File: config.mk
export PLATFORM = sky130hd
export DESIGN_NAME = weld_alarm_monitor
export DESIGN_NICKNAME = d
export VERILOG_FILES = /design/src/hdl/weld_alarm_pkg.sv /design/src/hdl/weld_alarm_monitor.sv
export SDC_FILE = /design/constraint.sdc
export NUM_CORES = 1
export LEC_CHECK = 0
export ABC_CLOCK_PERIOD_IN_PS = 6850
export BUFFER_PORTS_ARGS = -buffer_cell sky130_fd_sc_hd__buf_4
export CAP_MARGIN = 20
export CORE_ASPECT_RATIO = 1.4
export CORE_MARGIN = 2
export CORE_UTILIZATION = 55
export CTS_CLUSTER_SIZE = 10
export DETAILED_ROUTE_END_ITERATION = 7
export PLACE_DENSITY = 0.75
export RECOVER_POWER = 50
export SKIP_LAST_GASP = 1
export SLEW_MARGIN = 20
export SYNTH_ARGS = -nofsm -noshare
export SYNTH_HDL_FRONTEND = slang
export SYNTH_SLANG_ARGS = --single-unit
export TNS_END_PERCENT = 50
File: constraint.sdc
create_clock -name clk_i -period 6.85 [get_ports clk_i]
set_input_delay 0 -clock clk_i [delete_from_list [all_inputs] [get_ports clk_i]]
set_output_delay 0 -clock clk_i [all_outputs]
set_load 0.1 [all_outputs]
File: src/hdl/weld_alarm_pkg.sv
// weld_alarm_pkg: constants shared by the weld alarm monitor.
// assumes a single 50 MHz clock and a plain strobe register port.
// How it works
// - overload alarm in weld: sonics off first, then abort the cycle
// - phase outside limit for limit time raises overload bit 1
// - current reaching peak limit in weld raises overload bit 2
// - power reaching peak limit in weld raises overload bit 4
// - voltage reaching peak limit in weld raises overload bit 5
// - heat sink at over-temperature threshold raises overload bit 6
// - same overloads during energy brake raise bits 17 to 21
// - cutoff alarm stops sonics but cycle continues
// - accumulated sonics-on energy above cutoff raises cutoff bit 2
// - peak sonics-on power above cutoff raises cutoff bit 3
// - custom analog inputs above cutoff raise cutoff bits 4 and 8
// - sonics-on time above maximum raises cutoff bit 5
// - frequency below start frequency minus offset raises cutoff bit 6
// - frequency above start frequency plus offset raises cutoff bit 7
// - recall of preset number above 32 raises setup bit 2
// - cold start restores all user settings to factory defaults
// - cold start leaves identity registers such as version untouched
// - strap shorted at power up triggers cold start; operator removes it
package weld_alarm_pkg;
    // register offsets
    localparam logic [7:0] OFS_OVL_FLAGS   = 8'h00;
    localparam logic [7:0] OFS_CUT_FLAGS   = 8'h01;
    localparam logic [7:0] OFS_SET_FLAGS   = 8'h02;
    localparam logic [7:0] OFS_STATUS      = 8'h03;
    localparam logic [7:0] OFS_PHASE_LIM   = 8'h04;
    localparam logic [7:0] OFS_PHASE_TIME  = 8'h05;
    localparam logic [7:0] OFS_FREQ_LOW    = 8'h06;
    localparam logic [7:0] OFS_FREQ_HIGH   = 8'h07;
    localparam logic [7:0] OFS_ENERGY_CUT  = 8'h08;
    localparam logic [7:0] OFS_POWER_CUT   = 8'h09;
    localparam logic [7:0] OFS_CUST1_CUT   = 8'h0A;
    localparam logic [7:0] OFS_CUST2_CUT   = 8'h0B;
    localparam logic [7:0] OFS_TIME_CUT    = 8'h0C;
    localparam logic [7:0] OFS_FREQ_NEG    = 8'h0D;
    localparam logic [7:0] OFS_FREQ_POS    = 8'h0E;
    localparam logic [7:0] OFS_AMPLITUDE   = 8'h0F;
    localparam logic [7:0] OFS_NET_ADDR    = 8'h10;
    localparam logic [7:0] OFS_CUST_ENA    = 8'h11;
    localparam logic [7:0] OFS_VERSION     = 8'h12;

    // flag bit positions within group words
    localparam int BIT_OVL_PHASE  = 1;
    localparam int BIT_OVL_CURR   = 2;
    localparam int BIT_OVL_FREQ   = 3;
    localparam int BIT_OVL_POWER  = 4;
    localparam int BIT_OVL_VOLT   = 5;
    localparam int BIT_OVL_TEMP   = 6;
    localparam int BIT_BRK_BASE   = 17;
    localparam int BIT_CUT_ENERGY = 2;
    localparam int BIT_CUT_POWER  = 3;
    localparam int BIT_CUT_CUST1  = 4;
    localparam int BIT_CUT_TIME   = 5;
    localparam int BIT_CUT_FLOW   = 6;
    localparam int BIT_CUT_FHIGH  = 7;
    localparam int BIT_CUT_CUST2  = 8;
    localparam int BIT_SET_PRESET = 2;

    localparam logic [5:0] PRESET_MAX = 6'h20;      // 32

    // over-temperature threshold in tenths of a degree: 85.0 C
    localparam logic [15:0] TEMP_LIMIT_RST = 16'h0352;

    // factory defaults restored by cold start (values arbitrary)
    localparam logic [15:0] DEF_PHASE_LIM  = 16'h0010;
    localparam logic [15:0] DEF_PHASE_TIME = 16'h0064;
    localparam logic [15:0] DEF_FREQ_LOW   = 16'h4E20;
    localparam logic [15:0] DEF_FREQ_HIGH  = 16'h5208;
    localparam logic [15:0] DEF_ENERGY_CUT = 16'hFFFF;
    localparam logic [15:0] DEF_POWER_CUT  = 16'hFFFF;
    localparam logic [15:0] DEF_CUST_CUT   = 16'hFFFF;
    localparam logic [15:0] DEF_TIME_CUT   = 16'hFFFF;
    localparam logic [15:0] DEF_FREQ_OFS   = 16'h0064;
    localparam logic [15:0] DEF_AMPLITUDE  = 16'h0064;
    localparam logic [15:0] DEF_NET_ADDR   = 16'h0001;
    localparam logic [1:0]  DEF_CUST_ENA   = 2'h0;

    // firmware version code, value arbitrary
    localparam logic [15:0] VERSION_CODE   = 16'h0101;

    typedef enum logic [1:0] {
        ST_IDLE  = 2'b00,
        ST_WELD  = 2'b01,
        ST_BRAKE = 2'b10,
        ST_ABORT = 2'b11
    } phase_st_t;
endpackage

File: src/hdl/weld_alarm_monitor.sv
// weld_alarm_monitor: compares live measurements against limits and
// keeps sticky alarm words for overload, cutoff and setup groups.
// assumes measurements are synchronous unsigned samples on clk_i and
// that the sequencer pulses weld_start_i and holds weld/brake levels.
//
// The plain strobed port and the register offsets are this design's own decisions.
`timescale 1ns/1ps
module weld_alarm_monitor
    import weld_alarm_pkg::*;
#(
    parameter int DW = 16
) (
    input  wire logic          clk_i,
    input  wire logic          srst_i,
    input  wire logic          powerup_i,
    input  wire logic          strap_short_i,
    input  wire logic          weld_active_i,
    input  wire logic          weld_start_i,
    input  wire logic          brake_active_i,
    input  wire logic          sonics_on_i,
    input  wire logic          phase_out_i,
    input  wire logic [DW-1:0] current_i,
    input  wire logic [DW-1:0] current_peak_i,
    input  wire logic [DW-1:0] freq_i,
    input  wire logic [DW-1:0] power_i,
    input  wire logic [DW-1:0] power_peak_i,
    input  wire logic [DW-1:0] voltage_i,
    input  wire logic [DW-1:0] voltage_peak_i,
    input  wire logic [DW-1:0] temp_i,
    input  wire logic [DW-1:0] energy_step_i,
    input  wire logic [DW-1:0] cust1_i,
    input  wire logic [DW-1:0] cust2_i,
    input  wire logic          preset_recall_i,
    input  wire logic [5:0]    preset_num_i,
    input  wire logic [7:0]    addr_i,
    input  wire logic [31:0]   wdata_i,
    input  wire logic          wr_i,
    input  wire logic          rd_i,
    output logic      [31:0]   rdata_o,
    output logic               sonics_off_o,
    output logic               cycle_abort_o,
    output logic               cold_start_o,
    output logic               preset_valid_o
);
    typedef struct packed {
        logic [31:0]   ovl;
        logic [31:0]   cut;
        logic [31:0]   setf;
        logic [15:0]   phase_lim;
        logic [15:0]   phase_time;
        logic [15:0]   freq_low;
        logic [15:0]   freq_high;
        logic [15:0]   energy_cut;
        logic [15:0]   power_cut;
        logic [15:0]   cust1_cut;
        logic [15:0]   cust2_cut;
        logic [15:0]   time_cut;
        logic [15:0]   freq_neg;
        logic [15:0]   freq_pos;
        logic [15:0]   amplitude;
        logic [15:0]   net_addr;
        logic [1:0]    cust_ena;
        logic [15:0]   phase_cnt;
        logic [31:0]   energy_acc;
        logic [31:0]   son_time;
        logic [DW-1:0] start_freq;
        phase_st_t     st;
        logic          sonics_off;
        logic          abort;
        logic          cold;
        logic          pwr_seen;
        logic          preset_ok;
        logic [31:0]   rdata;
    } state_t;

    state_t cur;
    state_t next_cur;

    logic weld_win;
    logic brk_win;
    logic [4:0] ovl_hit;   // phase, current, freq, power, voltage
    logic temp_hit;
    logic [8:0] cut_hit;
    logic [DW:0] f_low_bound;
    logic [DW:0] f_high_bound;

    // overload conditions shared between weld and brake phases
    always_comb begin
        weld_win   = weld_active_i && !brake_active_i;
        brk_win    = brake_active_i;
        ovl_hit[0] = phase_out_i && (cur.phase_cnt >= cur.phase_time);
        ovl_hit[1] = current_i >= current_peak_i;
        ovl_hit[2] = (freq_i < cur.freq_low) ||
                     (freq_i > cur.freq_high);
        ovl_hit[3] = power_i >= power_peak_i;
        ovl_hit[4] = voltage_i >= voltage_peak_i;
        temp_hit   = temp_i >= TEMP_LIMIT_RST;
        // widened so the offset cannot wrap
        f_low_bound  = {1'b0, freq_i} + {1'b0, cur.freq_neg};
        f_high_bound = {1'b0, cur.start_freq} + {1'b0, cur.freq_pos};
        cut_hit = '0;
        // start cycle skipped: references still hold the last weld
        if (weld_win && sonics_on_i && !weld_start_i) begin
            cut_hit[BIT_CUT_ENERGY] =
                cur.energy_acc > {16'h0000, cur.energy_cut};
            cut_hit[BIT_CUT_POWER] = power_i > cur.power_cut;
            cut_hit[BIT_CUT_CUST1] = cur.cust_ena[0] &&
                                     (cust1_i > cur.cust1_cut);
            cut_hit[BIT_CUT_CUST2] = cur.cust_ena[1] &&
                                     (cust2_i > cur.cust2_cut);
            cut_hit[BIT_CUT_TIME] =
                cur.son_time > {16'h0000, cur.time_cut};
            cut_hit[BIT_CUT_FLOW] =
                f_low_bound < {1'b0, cur.start_freq};
            cut_hit[BIT_CUT_FHIGH] =
                {1'b0, freq_i} > f_high_bound;
        end
    end

    // next-state logic for flags, settings and the cycle supervisor
    always_comb begin
        next_cur = cur;
        next_cur.rdata = 32'h0000_0000;
        next_cur.phase_cnt = (phase_out_i && (weld_win || brk_win)) ?
            ((cur.phase_cnt == 16'hFFFF) ? cur.phase_cnt :
             cur.phase_cnt + 16'h0001) : 16'h0000;

        // sticky flags; a clear write is applied first so a hit wins
        if (wr_i && addr_i == OFS_OVL_FLAGS)
            next_cur.ovl = cur.ovl & ~wdata_i;
        if (wr_i && addr_i == OFS_CUT_FLAGS)
            next_cur.cut = cur.cut & ~wdata_i;
        if (wr_i && addr_i == OFS_SET_FLAGS)
            next_cur.setf = cur.setf & ~wdata_i;

        // separate words per group keep equal bit positions distinct
        if (weld_win) begin
            for (int i = 0; i < 5; i++)
                if (ovl_hit[i])
                    next_cur.ovl[BIT_OVL_PHASE + i] = 1'b1;
        end
        if (brk_win) begin
            for (int i = 0; i < 5; i++)
                if (ovl_hit[i])
                    next_cur.ovl[BIT_BRK_BASE + i] = 1'b1;
        end
        if (temp_hit)
            next_cur.ovl[BIT_OVL_TEMP] = 1'b1;
        next_cur.cut = next_cur.cut | {23'h00_0000, cut_hit};

        // preset recall check
        next_cur.preset_ok = 1'b0;
        if (preset_recall_i) begin
            if (preset_num_i > PRESET_MAX)
                next_cur.setf[BIT_SET_PRESET] = 1'b1;
            else
                next_cur.preset_ok = 1'b1;
        end

        // weld start latches reference frequency and clears accumulators
        if (weld_start_i) begin
            next_cur.start_freq = freq_i;
            next_cur.energy_acc = 32'h0000_0000;
            next_cur.son_time   = 32'h0000_0000;
        end else if (weld_win && sonics_on_i) begin
            next_cur.energy_acc = cur.energy_acc + {16'h0000, energy_step_i};
            next_cur.son_time   = cur.son_time + 32'h0000_0001;
        end

        // supervisor: sonics are dropped on the edge after the hit, abort follows one cycle later
        case (cur.st)
            ST_IDLE: begin
                next_cur.sonics_off = 1'b0;
                next_cur.abort      = 1'b0;
                if (weld_start_i)
                    next_cur.st = ST_WELD;
            end
            ST_WELD: begin
                if ((|ovl_hit && weld_win) || temp_hit) begin
                    next_cur.sonics_off = 1'b1;
                    next_cur.st = ST_ABORT;
                end else if (|cut_hit) begin
                    next_cur.sonics_off = 1'b1;
                end
                if (brk_win)
                    next_cur.st = ST_BRAKE;
                if (!weld_active_i && !brk_win)
                    next_cur.st = ST_IDLE;
            end
            ST_BRAKE: begin
                if (!brk_win)
                    next_cur.st = ST_IDLE;
            end
            ST_ABORT: begin
                next_cur.abort = 1'b1;
                if (!weld_active_i)
                    next_cur.st = ST_IDLE;
            end
            default: next_cur.st = ST_IDLE;
        endcase

        // user settings writes
        if (wr_i) begin
            case (addr_i)
                OFS_PHASE_LIM:  next_cur.phase_lim  = wdata_i[15:0];
                OFS_PHASE_TIME: next_cur.phase_time = wdata_i[15:0];
                OFS_FREQ_LOW:   next_cur.freq_low   = wdata_i[15:0];
                OFS_FREQ_HIGH:  next_cur.freq_high  = wdata_i[15:0];
                OFS_ENERGY_CUT: next_cur.energy_cut = wdata_i[15:0];
                OFS_POWER_CUT:  next_cur.power_cut  = wdata_i[15:0];
                OFS_CUST1_CUT:  next_cur.cust1_cut  = wdata_i[15:0];
                OFS_CUST2_CUT:  next_cur.cust2_cut  = wdata_i[15:0];
                OFS_TIME_CUT:   next_cur.time_cut   = wdata_i[15:0];
                OFS_FREQ_NEG:   next_cur.freq_neg   = wdata_i[15:0];
                OFS_FREQ_POS:   next_cur.freq_pos   = wdata_i[15:0];
                OFS_AMPLITUDE:  next_cur.amplitude  = wdata_i[15:0];
                OFS_NET_ADDR:   next_cur.net_addr   = wdata_i[15:0];
                OFS_CUST_ENA:   next_cur.cust_ena   = wdata_i[1:0];
                default: ;
            endcase
        end

        // strap is sampled once, on the first power-up pulse only
        next_cur.cold = 1'b0;
        if (powerup_i && !cur.pwr_seen) begin
            next_cur.pwr_seen = 1'b1;
            if (strap_short_i) begin
                next_cur.cold       = 1'b1;
                next_cur.phase_lim  = DEF_PHASE_LIM;
                next_cur.phase_time = DEF_PHASE_TIME;
                next_cur.freq_low   = DEF_FREQ_LOW;
                next_cur.freq_high  = DEF_FREQ_HIGH;
                next_cur.energy_cut = DEF_ENERGY_CUT;
                next_cur.power_cut  = DEF_POWER_CUT;
                next_cur.cust1_cut  = DEF_CUST_CUT;
                next_cur.cust2_cut  = DEF_CUST_CUT;
                next_cur.time_cut   = DEF_TIME_CUT;
                next_cur.freq_neg   = DEF_FREQ_OFS;
                next_cur.freq_pos   = DEF_FREQ_OFS;
                next_cur.amplitude  = DEF_AMPLITUDE;
                next_cur.net_addr   = DEF_NET_ADDR;
                next_cur.cust_ena   = DEF_CUST_ENA;
                // version is a constant, never part of the restore
            end
        end

        // read mux; data lands one cycle after the strobe
        if (rd_i) begin
            case (addr_i)
                OFS_OVL_FLAGS:  next_cur.rdata = cur.ovl;
                OFS_CUT_FLAGS:  next_cur.rdata = cur.cut;
                OFS_SET_FLAGS:  next_cur.rdata = cur.setf;
                OFS_STATUS:     next_cur.rdata = {27'h000_0000, cur.pwr_seen,
                                    cur.abort, cur.sonics_off, cur.st};
                OFS_PHASE_LIM:  next_cur.rdata = {16'h0000, cur.phase_lim};
                OFS_PHASE_TIME: next_cur.rdata = {16'h0000, cur.phase_time};
                OFS_FREQ_LOW:   next_cur.rdata = {16'h0000, cur.freq_low};
                OFS_FREQ_HIGH:  next_cur.rdata = {16'h0000, cur.freq_high};
                OFS_ENERGY_CUT: next_cur.rdata = {16'h0000, cur.energy_cut};
                OFS_POWER_CUT:  next_cur.rdata = {16'h0000, cur.power_cut};
                OFS_CUST1_CUT:  next_cur.rdata = {16'h0000, cur.cust1_cut};
                OFS_CUST2_CUT:  next_cur.rdata = {16'h0000, cur.cust2_cut};
                OFS_TIME_CUT:   next_cur.rdata = {16'h0000, cur.time_cut};
                OFS_FREQ_NEG:   next_cur.rdata = {16'h0000, cur.freq_neg};
                OFS_FREQ_POS:   next_cur.rdata = {16'h0000, cur.freq_pos};
                OFS_AMPLITUDE:  next_cur.rdata = {16'h0000, cur.amplitude};
                OFS_NET_ADDR:   next_cur.rdata = {16'h0000, cur.net_addr};
                OFS_CUST_ENA:   next_cur.rdata = {30'h0000_0000, cur.cust_ena};
                OFS_VERSION:    next_cur.rdata = {16'h0000, VERSION_CODE};
                default:        next_cur.rdata = 32'h0000_0000;
            endcase
        end
    end

    // single state register; settings reset to factory defaults
    always_ff @(posedge clk_i) begin
        if (srst_i) begin
            cur            <= '0;
            cur.phase_lim  <= DEF_PHASE_LIM;
            cur.phase_time <= DEF_PHASE_TIME;
            cur.freq_low   <= DEF_FREQ_LOW;
            cur.freq_high  <= DEF_FREQ_HIGH;
            cur.energy_cut <= DEF_ENERGY_CUT;
            cur.power_cut  <= DEF_POWER_CUT;
            cur.cust1_cut  <= DEF_CUST_CUT;
            cur.cust2_cut  <= DEF_CUST_CUT;
            cur.time_cut   <= DEF_TIME_CUT;
            cur.freq_neg   <= DEF_FREQ_OFS;
            cur.freq_pos   <= DEF_FREQ_OFS;
            cur.amplitude  <= DEF_AMPLITUDE;
            cur.net_addr   <= DEF_NET_ADDR;
            cur.st         <= ST_IDLE;
        end else begin
            cur <= next_cur;
        end
    end

    assign rdata_o        = cur.rdata;
    assign sonics_off_o   = cur.sonics_off;
    assign cycle_abort_o  = cur.abort;
    assign cold_start_o   = cur.cold;
    assign preset_valid_o = cur.preset_ok;
endmodule

======== Word level (Yosys, flattened, before mapping) ========
Cells that the tools add are included.
storage, ports and cells
  register bits ........................... 441
  input port bits ......................... 234
  output and inout port bits .............. 36
  logic and storage cells ................. 171
operators by class
  add/sub/neg operators ................... 5
  magnitude comparators ................... 15
  equality and inequality tests ........... 27
  mux-type cells .......................... 50
  bitwise logic cells ..................... 9
  reductions and logical operators ........ 34
operators with widths
  cell                   number
  $mux 210               3
  $pmux 32 s19           1
  $mux 16                13
  $and 32x32->32         3
  $eq 8x4->1 const B     8
  $ge 16x16->1           4
  $gt 16x16->1           4
  $gt 32x16->1           2
  $add 16x16->17         2
  $add 32x1->32 const B  1
  $add 32x16->32         1
  $eq 8x3->1 const B     4
  $mux 32                1
  $not 32->32            1
  $or 32x9->32           1
  $eq 8x5->1 const B     3
  $mux 22                1
  $gt 16x17->1           1
  $lt 17x16->1           1
  $mux 1                 17
  $add 16x1->16 const B  1
  $eq 16x16->1 const B   1
  $eq 8x2->1 const B     2
  $ge 16x10->1 const B   1
  26 further kinds       63

======== Depth between registers and ports, before layout ========
  depth after elaboration ................. 9
  mapped depth ............................ 18
  mapped depth without buffers ............ 18

======== Worst setup path after synthesis ========
No wires, ideal clock.
  path type ............................... reg-to-reg
  start ................................... reg cur[185] (netlist bit)
  end ..................................... reg cur, in the netlist sonics_off_o
  library setup time ...................... 91 ps
  arrival time ............................ 3216 ps
  data required time ...................... 6759 ps
  path slack .............................. 3543 ps
  cell stages (with the launch flop) ...... 19
  cells stage by stage .................... dfxtp_1 ha_1 inv_1 fa_1 nor2b_1 o2111ai_1 nand3_1 nor4_2 o311ai_0 a31o_2 a21oi_1 xnor2_1 ha_1 a211oi_1 o211ai_1 a21oi_1 o221ai_1 and4_1 a311oi_1
between the ends
  cells in the longest elaborated chain, start to end .. 6
ends and longest elaborated chain
  element                            RTL line                   text
  from (decl)                        weld_alarm_monitor.sv:76   state_t cur;
  from (signal assigned)             weld_alarm_monitor.sv:294  cur <= next_cur;
  $add 16x16->17                     weld_alarm_monitor.sv:99   f_low_bound = {1'b0, freq_i} + {1'b0, cur.freq_neg};
  $lt 17x16->1                       weld_alarm_monitor.sv:114  f_low_bound < {1'b0, cur.start_freq};
  $mux 7                             weld_alarm_monitor.sv:103  if (weld_win && sonics_on_i && !weld_start_i) begin
  $reduce_or 7->1                    weld_alarm_monitor.sv:182  end else if (|cut_hit) begin
  $ne 3x3->1 (no source line)        --
  $reduce_and 2->1 (no source line)  --
No other way between the ends.
A chain may end at the register's enable or synchronous reset.

======== Final worst setup path ========
  start ................................... in srst_i
  end ..................................... reg cur[86] (netlist bit)
between the ends
  cells in the longest elaborated chain, start to end .. 1
ends and longest elaborated chain
  element                           RTL line                  text
  from (decl)                       weld_alarm_monitor.sv:14  input wire logic srst_i,
  $reduce_or 2->1 (no source line)  --
No other way between the ends.

==> impl_metrics.py <==
metrics = {
    "status": {
        "run_status": "complete, but fails checks",
        "violations": "capacitance limit, slew limit",
    },
    "logic_synthesis": {
        "synth_area_leaders": "dfxtp_1 (34%), ha_1 (13%), nand2_1 (7.4%)",
        "synthDistinctLibCells": 88,
        "synth_area_sq_mm": 0.0256,
        "syn-num-nets": 3652,
        "synth-seq-cells": 441,
        "syn_inst": 3155,
        "synth_edf_count": 0,
        "yosys.area.top_type": "dfxtp_1",
        "synth_top_area_frac": 0.344,
        "ys_seq_area_frac": 0.344,
        "ys.warnings.count": 0,
        "synthArstFlopShare": 0,
        "ys_top_cells_by_count": "nand2_1 (508), dfxtp_1 (441), a21oi_1 (327)",
        "yosys_most_used_dff": "dfxtp_1",
        "post-synth-top-count-cell": "nand2_1",
        "syn_area_per_cell_sq_um": 8.12,
    },
    "pwr": {
        "p_leak_uw": 0.0124,
        "powerDensity_mw_per_mm2": 192,
        "ir_drop_mv": 0.171,
    },
    "floorplanning": {
        "fp-row-count": 93,
        "die_width_microns": 186,
        "coreArea_sq_mm": 0.0460,
        "start_util": 0.558,
        "fp.dieH_microns": 259,
        "die_area_sq_mm": 0.0484,
        "io-pin-count": 270,
    },
    "finish": {
        "final_nets": 3863,
        "drive_gt1_frac": 0.105,
        "syn2layout_area_growth_pct": 15.0,
        "fin_util": 0.642,
        "final_cells": 3994,
    },
    "clocking": {
        "clk_latency_ns": 0.61,
        "cts_buffers": 50,
        "postCtsSetupBuffers": 0,
        "cts.hold.buffers_added": 91,
        "htreeDepth": 2,
        "clock-root-buffer": "clkbuf_16",
        "cts_sinks": 441,
        "cts_tree": "built",
        "clk_pin_slew_ns": 0.05,
        "cts.path.max_buffers": 3,
        "cts_resized": 0,
    },
    "worst_setup_path": {
        "crit_fanout": 82,
        "path_class": "input port to register",
        "crit_required_ns": 7.30,
        "crit_chain": "dlygate4sd3_1 -> clkbuf_1 -> clkbuf_1 -> or2_2 -> buf_4 -> nor2_1",
        "r2r_setup_slack_ns": 2.56,
        "critPathLaunchType": "input port",
        "cp-end-kind": "register",
        "cpMostUsedCell": "clkbuf_1",
        "cp_data_arrival_time_ns": 5.54,
        "critical-path-slowest-cell": "clkbuf_1",
        "slowest_delay_ns": 2.27,
    },
    "timing": {
        "fin_tns_setup_ns": 0,
        "max_freq_mhz": 197,
        "tightest_slew_ns": 3.26,
        "whs_ns": 0.0204,
        "clock-skew-final_ns": 0.0340,
        "max_slew_margin": -1.17,
        "period_needed_ns": 5.09,
        "rsz0062_at_grt": "no",
        "setup_viol": 0,
        "hold_viol": 0,
        "setup_ws_ns": 1.76,
        "fin_crit_sh": 0.743,
        "slew_viol_final": 319,
    },
    "place": {
        "dp.final_hpwl_microns": 64200,
        "io_buffers": 268,
        "dpl.cell_count": 3840,
        "gp_congestion": 0.980,
        "dp_slack_ns": 2.67,
    },
    "routing": {
        "vias_per_cell": 6.11,
        "routedWlPerCell_microns": 22.3,
        "antenna_left": 0,
        "drc": 0,
        "vias": 24400,
        "first_pass_iters": 6,
        "drt-initial-drc-count": 2111,
        "drt-total-wl_microns": 89200,
    },
    "grt": {
        "antenna_found_initial": 1,
        "grt_pass1_vias": 24000,
        "grt_max_degree": 98,
        "groute.usage.overall": 0.358,
        "grt_overflow": 0,
        "grt_pass1_wl_microns": 135000,
    },
    "flow_run": {
        "cap_viol_max_count": 4,
    },
    "worst_hold_path": {
        "hold_path.class": "input port to register",
    },
}
[layout make-up]
type,count,area (sq um)
Antenna cell,3,7.51
Clock buffer,57,1300
Clock inverter,3,80.1
Fill cell,3914,16500
Inverter,214,803
Multi-Input combinational cell,2286,14800
Sequential cell,441,8830
Tap cell,617,772
Timing Repair Buffer,373,2880
[state kept, by name, indices dropped and copies added (netlist names)]
name	cells
rdata_o	32
preset_valid_o	1
sonics_off_o	1
cur	405
cold_start_o	1
cycle_abort_o	1
[routing by layer]
layer,global-route usage,part of all wire
met1,0.404,0.37
met5,0,0
met3,0.0589,0.078
met4,0.268,0.087
met2,0.611,0.46
[worst paths after layout]
kind,depth (start not counted),endpoint,from
setup / recovery,6,cur[86]$_SDFFE_PP0P_,srst_i
hold reg to reg,2,cur[409]$_SDFFE_PP0P_,cur[409]$_SDFFE_PP0P_
hold / removal,5,cur[98]$_SDFFE_PP0P_,energy_step_i[11]
setup reg to reg,18,sonics_off_o$_SDFFE_PP0P_,cur[185]$_SDFF_PP0_
[power by group]
part / internal, uW / total [uW] / switching [uW]
clock network: 1330 / 2410 / 1080
registers: 2580 / 2600 / 16.8
logic: 284 / 661 / 378
total: 4200 / 5670 / 1470
[cells in the final DEF (no fill, tap or decap), types with 11 or more instances in the layout]
cell	n
nand3_1	61
dfxtp_1	441
clkbuf_16	50
a31oi_1	19
inv_1	214
dlygate4sd3_1	91
nor3_1	28
nand2b_1	88
o21a_1	16
nand2_1	508
a22oi_1	44
and3_1	21
and2_1	11
nor2_1	194
a21o_1	20
mux2i_1	52
buf_4	242
ha_1	260
xor2_1	47
o21ai_0	108
nand4_1	48
a221oi_1	30
a211oi_1	25
a21oi_1	331
clkbuf_1	43
nor4_1	19
o211ai_1	109
nor2b_1	21
xnor2_1	33
and4_1	11
or3_1	17
[worst max-delay path, delay by kind of cell]
family / cells / cell delay, ns
simple gates: 2 / 0.45
buf+inv: 4 / 4.97
[metrics by stage]
step	total power, uW	instance area (sq um)
floorplan	2990	25600
global placement	3230	27400
detailed placement	3250	27400
CTS	5670	29700
global route	5830	29500
finish	5670	29500
[kinds of logic (layout without fill, tap and decap cells)]
group | Yosys count | in the layout | synth area share
buffers and inverters | 428 | 647 | 0.0771
multiplexers | 60 | 60 | 0.0260
adder cells (fa/ha/maj) | 263 | 263 | 0.129
AND/OR/NAND/NOR | 1091 | 1091 | 0.202
XOR/XNOR | 80 | 80 | 0.0273
AO/OA/AOI/OAI | 792 | 792 | 0.194
other | 0 | 3 | 0
flip-flops | 441 | 441 | 0.344
(Power assumes the default switching activity.)
